--- src/design/mom_consts.svh ---
`ifndef MOM_CONSTS_SVH
`define MOM_CONSTS_SVH
// ----------------------------------------
// opcode leading bytes and field positions
// ----------------------------------------
`define MOM_OP_DUAL 8'h86
`define MOM_OP_TEMP 8'hD3
`define MOM_OP_COEF 8'hD0
`define MOM_D_WIDE 4
`define MOM_D_UNSX 3
`define MOM_D_UNSY 2
`define MOM_D_CAPT 1
`define MOM_D_RND 0
`define MOM_S_CAPT 15
`define MOM_S_RND 14
`define MOM_S_URES 11
`define MOM_S_ONE 10
`define MOM_C_TAG 2'h1
// ----------------------------------------
// register byte offsets
// ----------------------------------------
`define MOM_ADDR_CTRL 8'h00
`define MOM_ADDR_STAT 8'h04
`define MOM_ADDR_MASK 8'h08
`define MOM_ADDR_OVF 8'h0C
`define MOM_ADDR_TMP 8'h10
`define MOM_ADDR_ACC 8'h20
// ----------------------------------------
// control bits, status bits, reset values
// ----------------------------------------
`define MOM_CTRL_FRAC 0
`define MOM_CTRL_MSAT 1
`define MOM_CTRL_RNDM 2
`define MOM_CTRL_WIDE 3
`define MOM_CTRL_SAT 4
`define MOM_CTRL_SXT 5
`define MOM_CTRL_RST 6'h20
`define MOM_EV_OVF 0
`define MOM_EV_ILL 1
// ----------------------------------------
// arithmetic constants
// ----------------------------------------
`define MOM_NEG17 17'h1_8000
`define MOM_PROD_MAX 32'h7FFF_FFFF
`define MOM_RND_HALF 41'h00_0000_8000
`define MOM_HALF16 16'h8000
`define MOM_SAT40_POS 40'h7F_FFFF_FFFF
`define MOM_SAT40_NEG 40'h80_0000_0000
`define MOM_SAT32_POS 40'h00_7FFF_FFFF
`define MOM_SAT32_NEG 40'hFF_8000_0000
`endif

--- src/design/mom_pkg.sv ---
package mom_pkg;
  // instruction form recognised by the decoder
  typedef enum logic [1:0] {
    FORM_NONE = 2'b00,
    FORM_DUAL = 2'b01,
    FORM_TEMP = 2'b10,
    FORM_COEF = 2'b11
  } form_type;
endpackage : mom_pkg

--- src/design/memory_operand_multiplier.sv ---
`timescale 1ns/10ps
`default_nettype none
`include "mom_consts.svh"

module memory_operand_multiplier
  import mom_pkg::*;
(
  // clock and reset
  input wire logic clk_i,
  input wire logic rstn_i,
  // instruction issue from the decoder
  input wire logic issue_i,
  input wire logic [31:0] instr_i,
  // operand read buses
  input wire logic [15:0] x_operand_i,
  input wire logic [15:0] y_operand_i,
  input wire logic [15:0] data_read_bus_i,
  input wire logic [15:0] coefficient_read_bus_i,
  // result write-back
  output logic result_valid_o,
  output logic [1:0] result_dst_o,
  output logic [39:0] result_o,
  output logic result_ovf_o,
  // avalon-mm slave
  input wire logic [7:0] address_i,
  input wire logic read_i,
  input wire logic write_i,
  input wire logic [31:0] writedata_i,
  input wire logic [3:0] byteenable_i,
  output logic [31:0] readdata_o,
  output logic waitrequest_o,
  // interrupt
  output logic irq_o
);

  // ----------------------------------------
  // state
  // ----------------------------------------
  logic [5:0] ctrl_reg; // mode bits
  logic [1:0] stat_reg; // sticky events
  logic [1:0] mask_reg; // interrupt enables
  logic [3:0] ovf_flag_reg; // accumulator overflow flags
  logic [15:0] temp_reg [4]; // temporary registers
  logic [39:0] acc_reg [4]; // destination accumulators
  logic bus_done_reg; // second cycle of an access

  // mode bits by name
  logic frac_mode;
  logic msat_mode;
  logic rnd_mode;
  logic wide_mode;
  logic sat_mode;
  logic sxt_mode;
  assign frac_mode = ctrl_reg[`MOM_CTRL_FRAC];
  assign msat_mode = ctrl_reg[`MOM_CTRL_MSAT];
  assign rnd_mode = ctrl_reg[`MOM_CTRL_RNDM];
  assign wide_mode = ctrl_reg[`MOM_CTRL_WIDE];
  assign sat_mode = ctrl_reg[`MOM_CTRL_SAT];
  assign sxt_mode = ctrl_reg[`MOM_CTRL_SXT];

  // ----------------------------------------
  // decode
  // ----------------------------------------
  form_type form; // recognised form
  logic [1:0] dst; // destination accumulator
  logic rnd_flag; // round requested
  logic capt_flag; // copy operand to temp three
  logic ures_flag; // unsigned result widening
  logic wide_eff; // effective wide overflow mode
  logic [15:0] capt_val; // value copied to temp three
  logic [16:0] a17; // first multiplier input
  logic [16:0] b17; // second multiplier input
  logic legal; // issued and recognised
  logic illegal; // issued but unknown

  // widen one memory value to 17 bits
  function automatic logic [16:0] widen(input logic [15:0] v, input logic uns,
                                        input logic sxt);
    widen = {(!uns && sxt) & v[15], v};
  endfunction : widen

  // form, fields and operand selection
  always_comb begin
    form = FORM_NONE;
    dst = instr_i[9:8];
    rnd_flag = 1'b0;
    capt_flag = 1'b0;
    ures_flag = 1'b0;
    wide_eff = wide_mode;
    capt_val = data_read_bus_i;
    a17 = 17'h0_0000;
    b17 = 17'h0_0000;
    if (instr_i[31:24] == `MOM_OP_DUAL) begin
      // x times y, each widened by its own tag
      form = FORM_DUAL;
      rnd_flag = instr_i[`MOM_D_RND];
      capt_flag = instr_i[`MOM_D_CAPT];
      capt_val = x_operand_i;
      wide_eff = wide_mode | instr_i[`MOM_D_WIDE];
      a17 = widen(x_operand_i, instr_i[`MOM_D_UNSX], sxt_mode);
      b17 = widen(y_operand_i, instr_i[`MOM_D_UNSY], sxt_mode);
    end else if (instr_i[31:24] == `MOM_OP_TEMP && instr_i[`MOM_S_ONE]) begin
      // temp register times memory, both sign-extended
      form = FORM_TEMP;
      dst = instr_i[13:12];
      rnd_flag = instr_i[`MOM_S_RND];
      capt_flag = instr_i[`MOM_S_CAPT];
      ures_flag = instr_i[`MOM_S_URES];
      a17 = widen(temp_reg[instr_i[9:8]], 1'b0, 1'b1);
      b17 = widen(data_read_bus_i, 1'b0, 1'b1);
    end else if (instr_i[31:24] == `MOM_OP_COEF && !instr_i[15]
                 && instr_i[11:10] == `MOM_C_TAG) begin
      // unit one: data signed, coefficient zero-filled
      form = FORM_COEF;
      dst = instr_i[13:12];
      rnd_flag = instr_i[`MOM_S_RND];
      a17 = widen(data_read_bus_i, 1'b0, 1'b1);
      b17 = widen(coefficient_read_bus_i, 1'b1, 1'b0);
    end
  end

  assign legal = issue_i && form != FORM_NONE;
  assign illegal = issue_i && form == FORM_NONE;

  // ----------------------------------------
  // datapath
  // ----------------------------------------
  logic signed [33:0] prod_full; // raw 17x17 product
  logic [31:0] prod32; // shifted and clipped product
  logic [39:0] ext40; // product widened to accumulator
  logic [40:0] rnd41; // rounded with guard bit
  logic ovf; // accumulator overflow
  logic [39:0] res40; // value written back

  assign prod_full = $signed(a17) * $signed(b17);

  // fractional shift and multiply saturation
  always_comb begin
    prod32 = prod_full[31:0];
    if (frac_mode) begin
      prod32 = {prod_full[30:0], 1'b0};
    end
    if (msat_mode && frac_mode && a17 == `MOM_NEG17 && b17 == `MOM_NEG17) begin
      prod32 = `MOM_PROD_MAX;
    end
  end

  // widen to 40 bits, round, detect overflow, saturate
  always_comb begin
    if (ures_flag) begin
      ext40 = {8'h00, prod32};
    end else begin
      ext40 = {{8{prod32[31]}}, prod32};
    end
    rnd41 = {ext40[39], ext40};
    if (rnd_flag) begin
      // rounding mode 0 rounds half up, 1 rounds half to even
      rnd41 = rnd41 + `MOM_RND_HALF;
      if (rnd_mode && ext40[15:0] == `MOM_HALF16) begin
        rnd41[16] = 1'b0;
      end
      rnd41[15:0] = 16'h0000;
    end
    if (wide_eff) begin
      ovf = rnd41[40] != rnd41[39];
    end else begin
      ovf = !(&rnd41[40:31] || ~|rnd41[40:31]);
    end
    res40 = rnd41[39:0];
    if (ovf && sat_mode) begin
      // clip toward the sign of the exact value
      if (wide_eff) begin
        res40 = rnd41[40] ? `MOM_SAT40_NEG : `MOM_SAT40_POS;
      end else begin
        res40 = rnd41[40] ? `MOM_SAT32_NEG : `MOM_SAT32_POS;
      end
    end
  end

  // ----------------------------------------
  // write-back, one result per recognised issue
  // ----------------------------------------
  // accumulators take a new value on every accepted issue
  always_ff @(posedge clk_i) begin
    if (!rstn_i) begin
      for (int i = 0; i < 4; i++) begin
        acc_reg[i] <= 40'h00_0000_0000;
      end
    end else if (legal) begin
      acc_reg[dst] <= res40;
    end
  end

  // result port mirrors the write-back
  always_ff @(posedge clk_i) begin
    if (!rstn_i) begin
      result_valid_o <= 1'b0;
      result_dst_o <= 2'h0;
      result_o <= 40'h00_0000_0000;
      result_ovf_o <= 1'b0;
    end else begin
      result_valid_o <= legal;
      if (legal) begin
        result_dst_o <= dst;
        result_o <= res40;
        result_ovf_o <= ovf;
      end
    end
  end

  // ----------------------------------------
  // register bus
  // ----------------------------------------
  logic bus_req; // access pending
  logic bus_fire; // access completes this edge
  logic [31:0] be_mask; // byte-enable bit mask
  logic [31:0] rdata_next; // read mux
  logic stat_rd; // status read completes

  assign bus_req = read_i || write_i;
  assign bus_fire = bus_req && bus_done_reg;
  assign waitrequest_o = bus_req && !bus_done_reg; // one wait state
  assign stat_rd = bus_fire && read_i && address_i == `MOM_ADDR_STAT;
  assign be_mask = {{8{byteenable_i[3]}}, {8{byteenable_i[2]}},
                    {8{byteenable_i[1]}}, {8{byteenable_i[0]}}};

  // wait-state toggle
  always_ff @(posedge clk_i) begin
    if (!rstn_i) begin
      bus_done_reg <= 1'b0;
    end else begin
      bus_done_reg <= bus_req && !bus_done_reg;
    end
  end

  // read mux, unmapped reads zero
  always_comb begin
    rdata_next = 32'h0000_0000;
    if (address_i == `MOM_ADDR_CTRL) begin
      rdata_next = {26'h000_0000, ctrl_reg};
    end else if (address_i == `MOM_ADDR_STAT) begin
      rdata_next = {30'h0000_0000, stat_reg};
    end else if (address_i == `MOM_ADDR_MASK) begin
      rdata_next = {30'h0000_0000, mask_reg};
    end else if (address_i == `MOM_ADDR_OVF) begin
      rdata_next = {28'h000_0000, ovf_flag_reg};
    end else if (address_i[7:4] == 4'(`MOM_ADDR_TMP >> 4) && address_i[1:0] == 2'h0) begin
      rdata_next = {16'h0000, temp_reg[address_i[3:2]]};
    end else if (address_i[7:5] == 3'(`MOM_ADDR_ACC >> 5) && address_i[1:0] == 2'h0) begin
      if (address_i[2]) begin
        rdata_next = {24'h00_0000, acc_reg[address_i[4:3]][39:32]};
      end else begin
        rdata_next = acc_reg[address_i[4:3]][31:0];
      end
    end
  end

  // read data captured on the first edge, stands for the second
  always_ff @(posedge clk_i) begin
    if (!rstn_i) begin
      readdata_o <= 32'h0000_0000;
    end else if (read_i && !bus_done_reg) begin
      readdata_o <= rdata_next;
    end
  end

  // control and mask writes
  always_ff @(posedge clk_i) begin
    if (!rstn_i) begin
      ctrl_reg <= `MOM_CTRL_RST;
      mask_reg <= 2'h0;
    end else if (bus_fire && write_i) begin
      if (address_i == `MOM_ADDR_CTRL) begin
        ctrl_reg <= (ctrl_reg & ~be_mask[5:0]) | (writedata_i[5:0] & be_mask[5:0]);
      end
      if (address_i == `MOM_ADDR_MASK) begin
        mask_reg <= (mask_reg & ~be_mask[1:0]) | (writedata_i[1:0] & be_mask[1:0]);
      end
    end
  end

  // temporary registers: bus writes, capture wins on a clash
  always_ff @(posedge clk_i) begin
    if (!rstn_i) begin
      for (int i = 0; i < 4; i++) begin
        temp_reg[i] <= 16'h0000;
      end
    end else begin
      if (bus_fire && write_i && address_i[7:4] == 4'(`MOM_ADDR_TMP >> 4)
          && address_i[1:0] == 2'h0) begin
        temp_reg[address_i[3:2]] <= (temp_reg[address_i[3:2]] & ~be_mask[15:0])
                                    | (writedata_i[15:0] & be_mask[15:0]);
      end
      if (legal && capt_flag) begin
        temp_reg[3] <= capt_val;
      end
    end
  end

  // overflow flags: set by overflow, write one to clear, set wins
  always_ff @(posedge clk_i) begin
    if (!rstn_i) begin
      ovf_flag_reg <= 4'h0;
    end else begin
      for (int i = 0; i < 4; i++) begin
        if (legal && ovf && dst == i[1:0]) begin
          ovf_flag_reg[i] <= 1'b1;
        end else if (bus_fire && write_i && address_i == `MOM_ADDR_OVF
                     && byteenable_i[0] && writedata_i[i]) begin
          ovf_flag_reg[i] <= 1'b0;
        end
      end
    end
  end

  // ----------------------------------------
  // interrupt
  // ----------------------------------------
  // sticky events: a read clears only the bits it returned, new events win
  always_ff @(posedge clk_i) begin
    if (!rstn_i) begin
      stat_reg <= 2'h0;
    end else begin
      stat_reg[`MOM_EV_OVF] <= (stat_reg[`MOM_EV_OVF]
                                && !(stat_rd && readdata_o[`MOM_EV_OVF])) || (legal && ovf);
      stat_reg[`MOM_EV_ILL] <= (stat_reg[`MOM_EV_ILL]
                                && !(stat_rd && readdata_o[`MOM_EV_ILL])) || illegal;
    end
  end

  assign irq_o = |(stat_reg & mask_reg);
endmodule : memory_operand_multiplier
`default_nettype wire

--- config.mk ---
export PLATFORM = sky130hd
export DESIGN_NAME = memory_operand_multiplier
export DESIGN_NICKNAME = d
export VERILOG_FILES = /design/src/design/mom_pkg.sv /design/src/design/memory_operand_multiplier.sv
export VERILOG_INCLUDE_DIRS = /design/src /design/src/design
export SDC_FILE = /design/constraint.sdc
export NUM_CORES = 2
export LEC_CHECK = 0
export ABC_AREA = 0
export BUFFER_PORTS_ARGS = -buffer_cell sky130_fd_sc_hd__buf_4
export CORE_MARGIN = 4
export CORE_UTILIZATION = 30
export DETAILED_ROUTE_END_ITERATION = 8
export PLACE_DENSITY_LB_ADDON = 0.12
export SYNTH_ARGS = -nofsm -noshare
export SYNTH_HDL_FRONTEND = slang
export SYNTH_SLANG_ARGS = --single-unit
--- constraint.sdc ---
create_clock -name clk_i -period 15.6 [get_ports clk_i]
set_clock_uncertainty 0.05 [all_clocks]
set_input_delay 0.78 -clock clk_i [delete_from_list [all_inputs] [get_ports clk_i]]
set_output_delay 0.78 -clock clk_i [all_outputs]
set_load 0.1 [all_outputs]
==> flow_metrics.tcl <==
set metrics [dict create \
    synth_flop_cell "edfxtp_1" \
    worst_hold_path.endpoint "result_o[9]" \
    vias 22800 \
    cts_tree "yes" \
    crit_path_max_incr_delay_ns 1.08 \
    r2r-start "temp_reg[3][12]" \
    dieHeight_um 314 \
    grt_use_total 0.214 \
    synth-seq-cells 315 \
    crit_slowest_cell "a21boi_1" \
    rows 111 \
    synth-warning-count 0 \
    fillCellCount 9542 \
    combPwrFrac 0.103 \
    wl_per_cell_um 24.7 \
    firstDrtPassIters 6 \
    hp-class "reg2reg" \
    ys_seq_area_frac 0.305 \
    holdBufCountCts 0 \
    path_buf_inv 8 \
    cp_max_fo 35 \
    finalSetupTns_ns 0 \
    grt.overflow.total 0 \
    fin_nets 3523 \
    cpLargestDelayFamily "compound AO/OA/AOI/OAI gates" \
    hold_viol_final 0 \
    htree_levels 2 \
    core_um2 92200 \
    syn-num-nets 3400 \
    drc 0 \
    initial_utilization 0.304 \
    die_area_um2 98500 \
    drv_cap 0 \
    dr_wl_met2_mm 53.3 \
    whs_path_depth 2 \
    drt_iter0_drc 1879 \
    grt_pass1_vias 24100 \
    dr.max_layer_used "met5" \
    timing.rr.end "acc_reg[1][7]" \
    clockRootBuffer "clkbuf_16" \
    finalSetupViolations 0 \
    p_int_mw 1.49 \
    yosysUniqueCellTypes 109 \
    postCtsSetupRepairBufs 0 \
    crit_top_cell "fa_1" \
    power.leakage_nw 13.7 \
    viasPerCell 5.33 \
    p_clk_frac 0.435 \
    cts_max_path_buffers 3 \
    final_cells 4283 \
    seq_power_share 0.462 \
    max_clock_freq_mhz 76.8 \
    grt_start_max_net_pins 54 \
    rsz0062_at_grt "false" \
    syn_to_final_growth_pct 14.3 \
    p_switching_mw 0.507 \
    place_congestion 0.909 \
    holdWs_ns 0.393 \
    wirelength_mm 106 \
    port_buffers 193 \
    antenna_found_initial 1 \
    drive_gt1_frac 0.150 \
    placedCellCount 4215 \
    ctsResizeCount 0 \
    cts_made_buffers 37 \
    post-route-min-period_ns 13.02 \
    syn-cell-area_um2 28100 \
    dpl.hpwl_mm 82.4 \
    netlist_instances 2888 \
    final_core_util 0.348 \
    placed_cell_area_um2 30800 \
    worst-endpoint-required_ns 15.95 \
    r2r_slack_ns 3.42 \
    reg2reg_depth 35 \
    total_power_mw 2.00 \
    finalCritPeriodShare 0.835 \
    cts.sinks 315 \
    p_sw_frac 0.253 \
    wirelength_met1_mm 44.6 \
    routed-wl-met3_mm 5.74 \
    async_flop_share 0 \
    max-slew-margin-rel 0.127 \
    powerDensity_nw_per_um2 62.4 \
    fin_area_um2 32100 \
    regArea_um2 8550 \
    timing.final.ws_setup_ns 2.58 \
    cts.clk_slew.worst_paths_ns 0.06 \
    largest_register_ffs 160 \
    n_antenna_cell 0 \
    die_w_um 314 \
    pre_cts_ws_ns 2.18 \
    arrival_ns 13.37 \
    critPathKind "in2reg" \
    peakVddDrop_mv 0.0696 \
    synth-edff-count 224 \
    end_kind "flop" \
    worst_pin_slew_ns 1.31 \
    maxSlewViolCount 0 \
    multiInputGateArea_um2 17600 \
    clkLatencyLatePin_ns 0.56 \
    ios 223 \
    synth.avg_cell_area_um2 9.72 \
    postRouteAntennaNets 0 \
    status "complete, no violations" \
    hp-start "result_o[9]" \
    grt_pass1_wl_mm 159 \
    cp-start-kind "input port" \
]
-- layer usage --
metal	vias up	global-route usage
li1	10100	-
met1	11800	0.281
met2	740	0.378
met3	118	0.0252
met4	2	0.0481
met5	-	0
-- final cells by class --
class / count / area share
clock buffer: 58 / 0.0357
clock inverter: 10 / 0.00332
inverter: 333 / 0.0390
multi-input combinational: 2076 / 0.549
sequential: 315 / 0.267
tap: 1243 / 0.0485
timing repair buffer: 248 / 0.0580
-- worst max-delay path by stage --
stage                start  cells after the start  slack [ns]             end
2_1_floorplan  instr_i[29]                     42        4.43  acc_reg[0][35]
3_3_place_gp   instr_i[10]                     38        2.32   acc_reg[0][5]
3_5_place_dp   instr_i[30]                     38        2.18   acc_reg[0][5]
4_1_cts        instr_i[30]                     38        2.76   acc_reg[0][5]
5_1_grt        instr_i[30]                     38        1.96   acc_reg[1][5]
6_report       instr_i[30]                     38        2.58   acc_reg[1][7]
-- worst reg2reg max path: cells and delay by family (launching register included) --
family	cells	cell delay, ns
and+or+nand+nor	11	3.45
AOI/OAI and AO/OA	10	3.29
adders and majority gates	8	3.86
muxes	1	0.58
DFF	1	0.39
buffers and inverters	5	0.41
-- synthesized netlist by cell type, types with 14 or more instances --
library cell,number,share of area
a21oi_1,76,0.014
a21o_1,26,0.0070
nand2b_1,16,0.0036
fa_1,282,0.20
a211oi_1,24,0.0064
mux4_2,71,0.057
edfxtp_1,224,0.24
nor3_1,34,0.0061
o22ai_1,23,0.0051
dfxtp_1,91,0.065
xor2_1,14,0.0044
ha_1,85,0.038
o21ai_0,73,0.013
buf_2,17,0.0030
o21ai_1,14,0.0025
nand4_1,14,0.0031
buf_1,20,0.0027
a22oi_1,28,0.0075
and2_1,22,0.0049
nand2_1,328,0.044
nand3_1,55,0.0098
a31oi_1,17,0.0038
a21boi_0,21,0.0056
mux2i_1,62,0.022
xnor2_1,29,0.0091
and3_1,15,0.0033
nor4_1,25,0.0056
o21a_1,16,0.0043
clkbuf_1,116,0.016
a221oi_1,16,0.0050
inv_1,327,0.044
nor2_1,441,0.059
nor2b_1,21,0.0047
-- kinds of logic (layout without fill, tap and decap cells) --
family	after synthesis	count (layout)	share of synthesized area
xor+xnor	44	44	0.0142
flops	315	315	0.305
simple gates	1060	1060	0.171
compound gates	459	459	0.117
fa+ha+maj	367	367	0.239
mux	146	146	0.0843
buf+inv	497	649	0.0695
-- cell usage in the layout, fill, tap and decap left out, types with 15 or more instances in the layout --
cell type / count
nor4_1: 25
edfxtp_1: 224
a21o_1: 26
and3_1: 15
xnor2_1: 29
o22ai_1: 23
mux2i_1: 62
buf_4: 248
o21ai_1: 15
inv_1: 327
a21boi_0: 20
dfxtp_1: 90
a31oi_1: 17
a221oi_1: 16
clkbuf_16: 39
a21oi_1: 76
o21ai_0: 70
nand3_1: 55
a211oi_1: 24
a22oi_1: 28
fa_1: 282
nor2b_1: 20
nor2_1: 440
o21a_1: 16
mux4_2: 71
nand2_1: 326
ha_1: 85
and2_1: 22
nand2b_1: 16
nor3_1: 32
-- power by group through the flow --
stage / sequential, mW / combinational [mW] / clock [mW]
floorplan: 0.956 / 0.0938 / 0
global placement: 0.940 / 0.206 / 0
detailed placement: 0.942 / 0.206 / 0
CTS: 0.924 / 0.207 / 0.889
global route: 0.926 / 0.216 / 0.922
finish: 0.924 / 0.206 / 0.871
No activity file was read; power rests on OpenSTA's default activity.
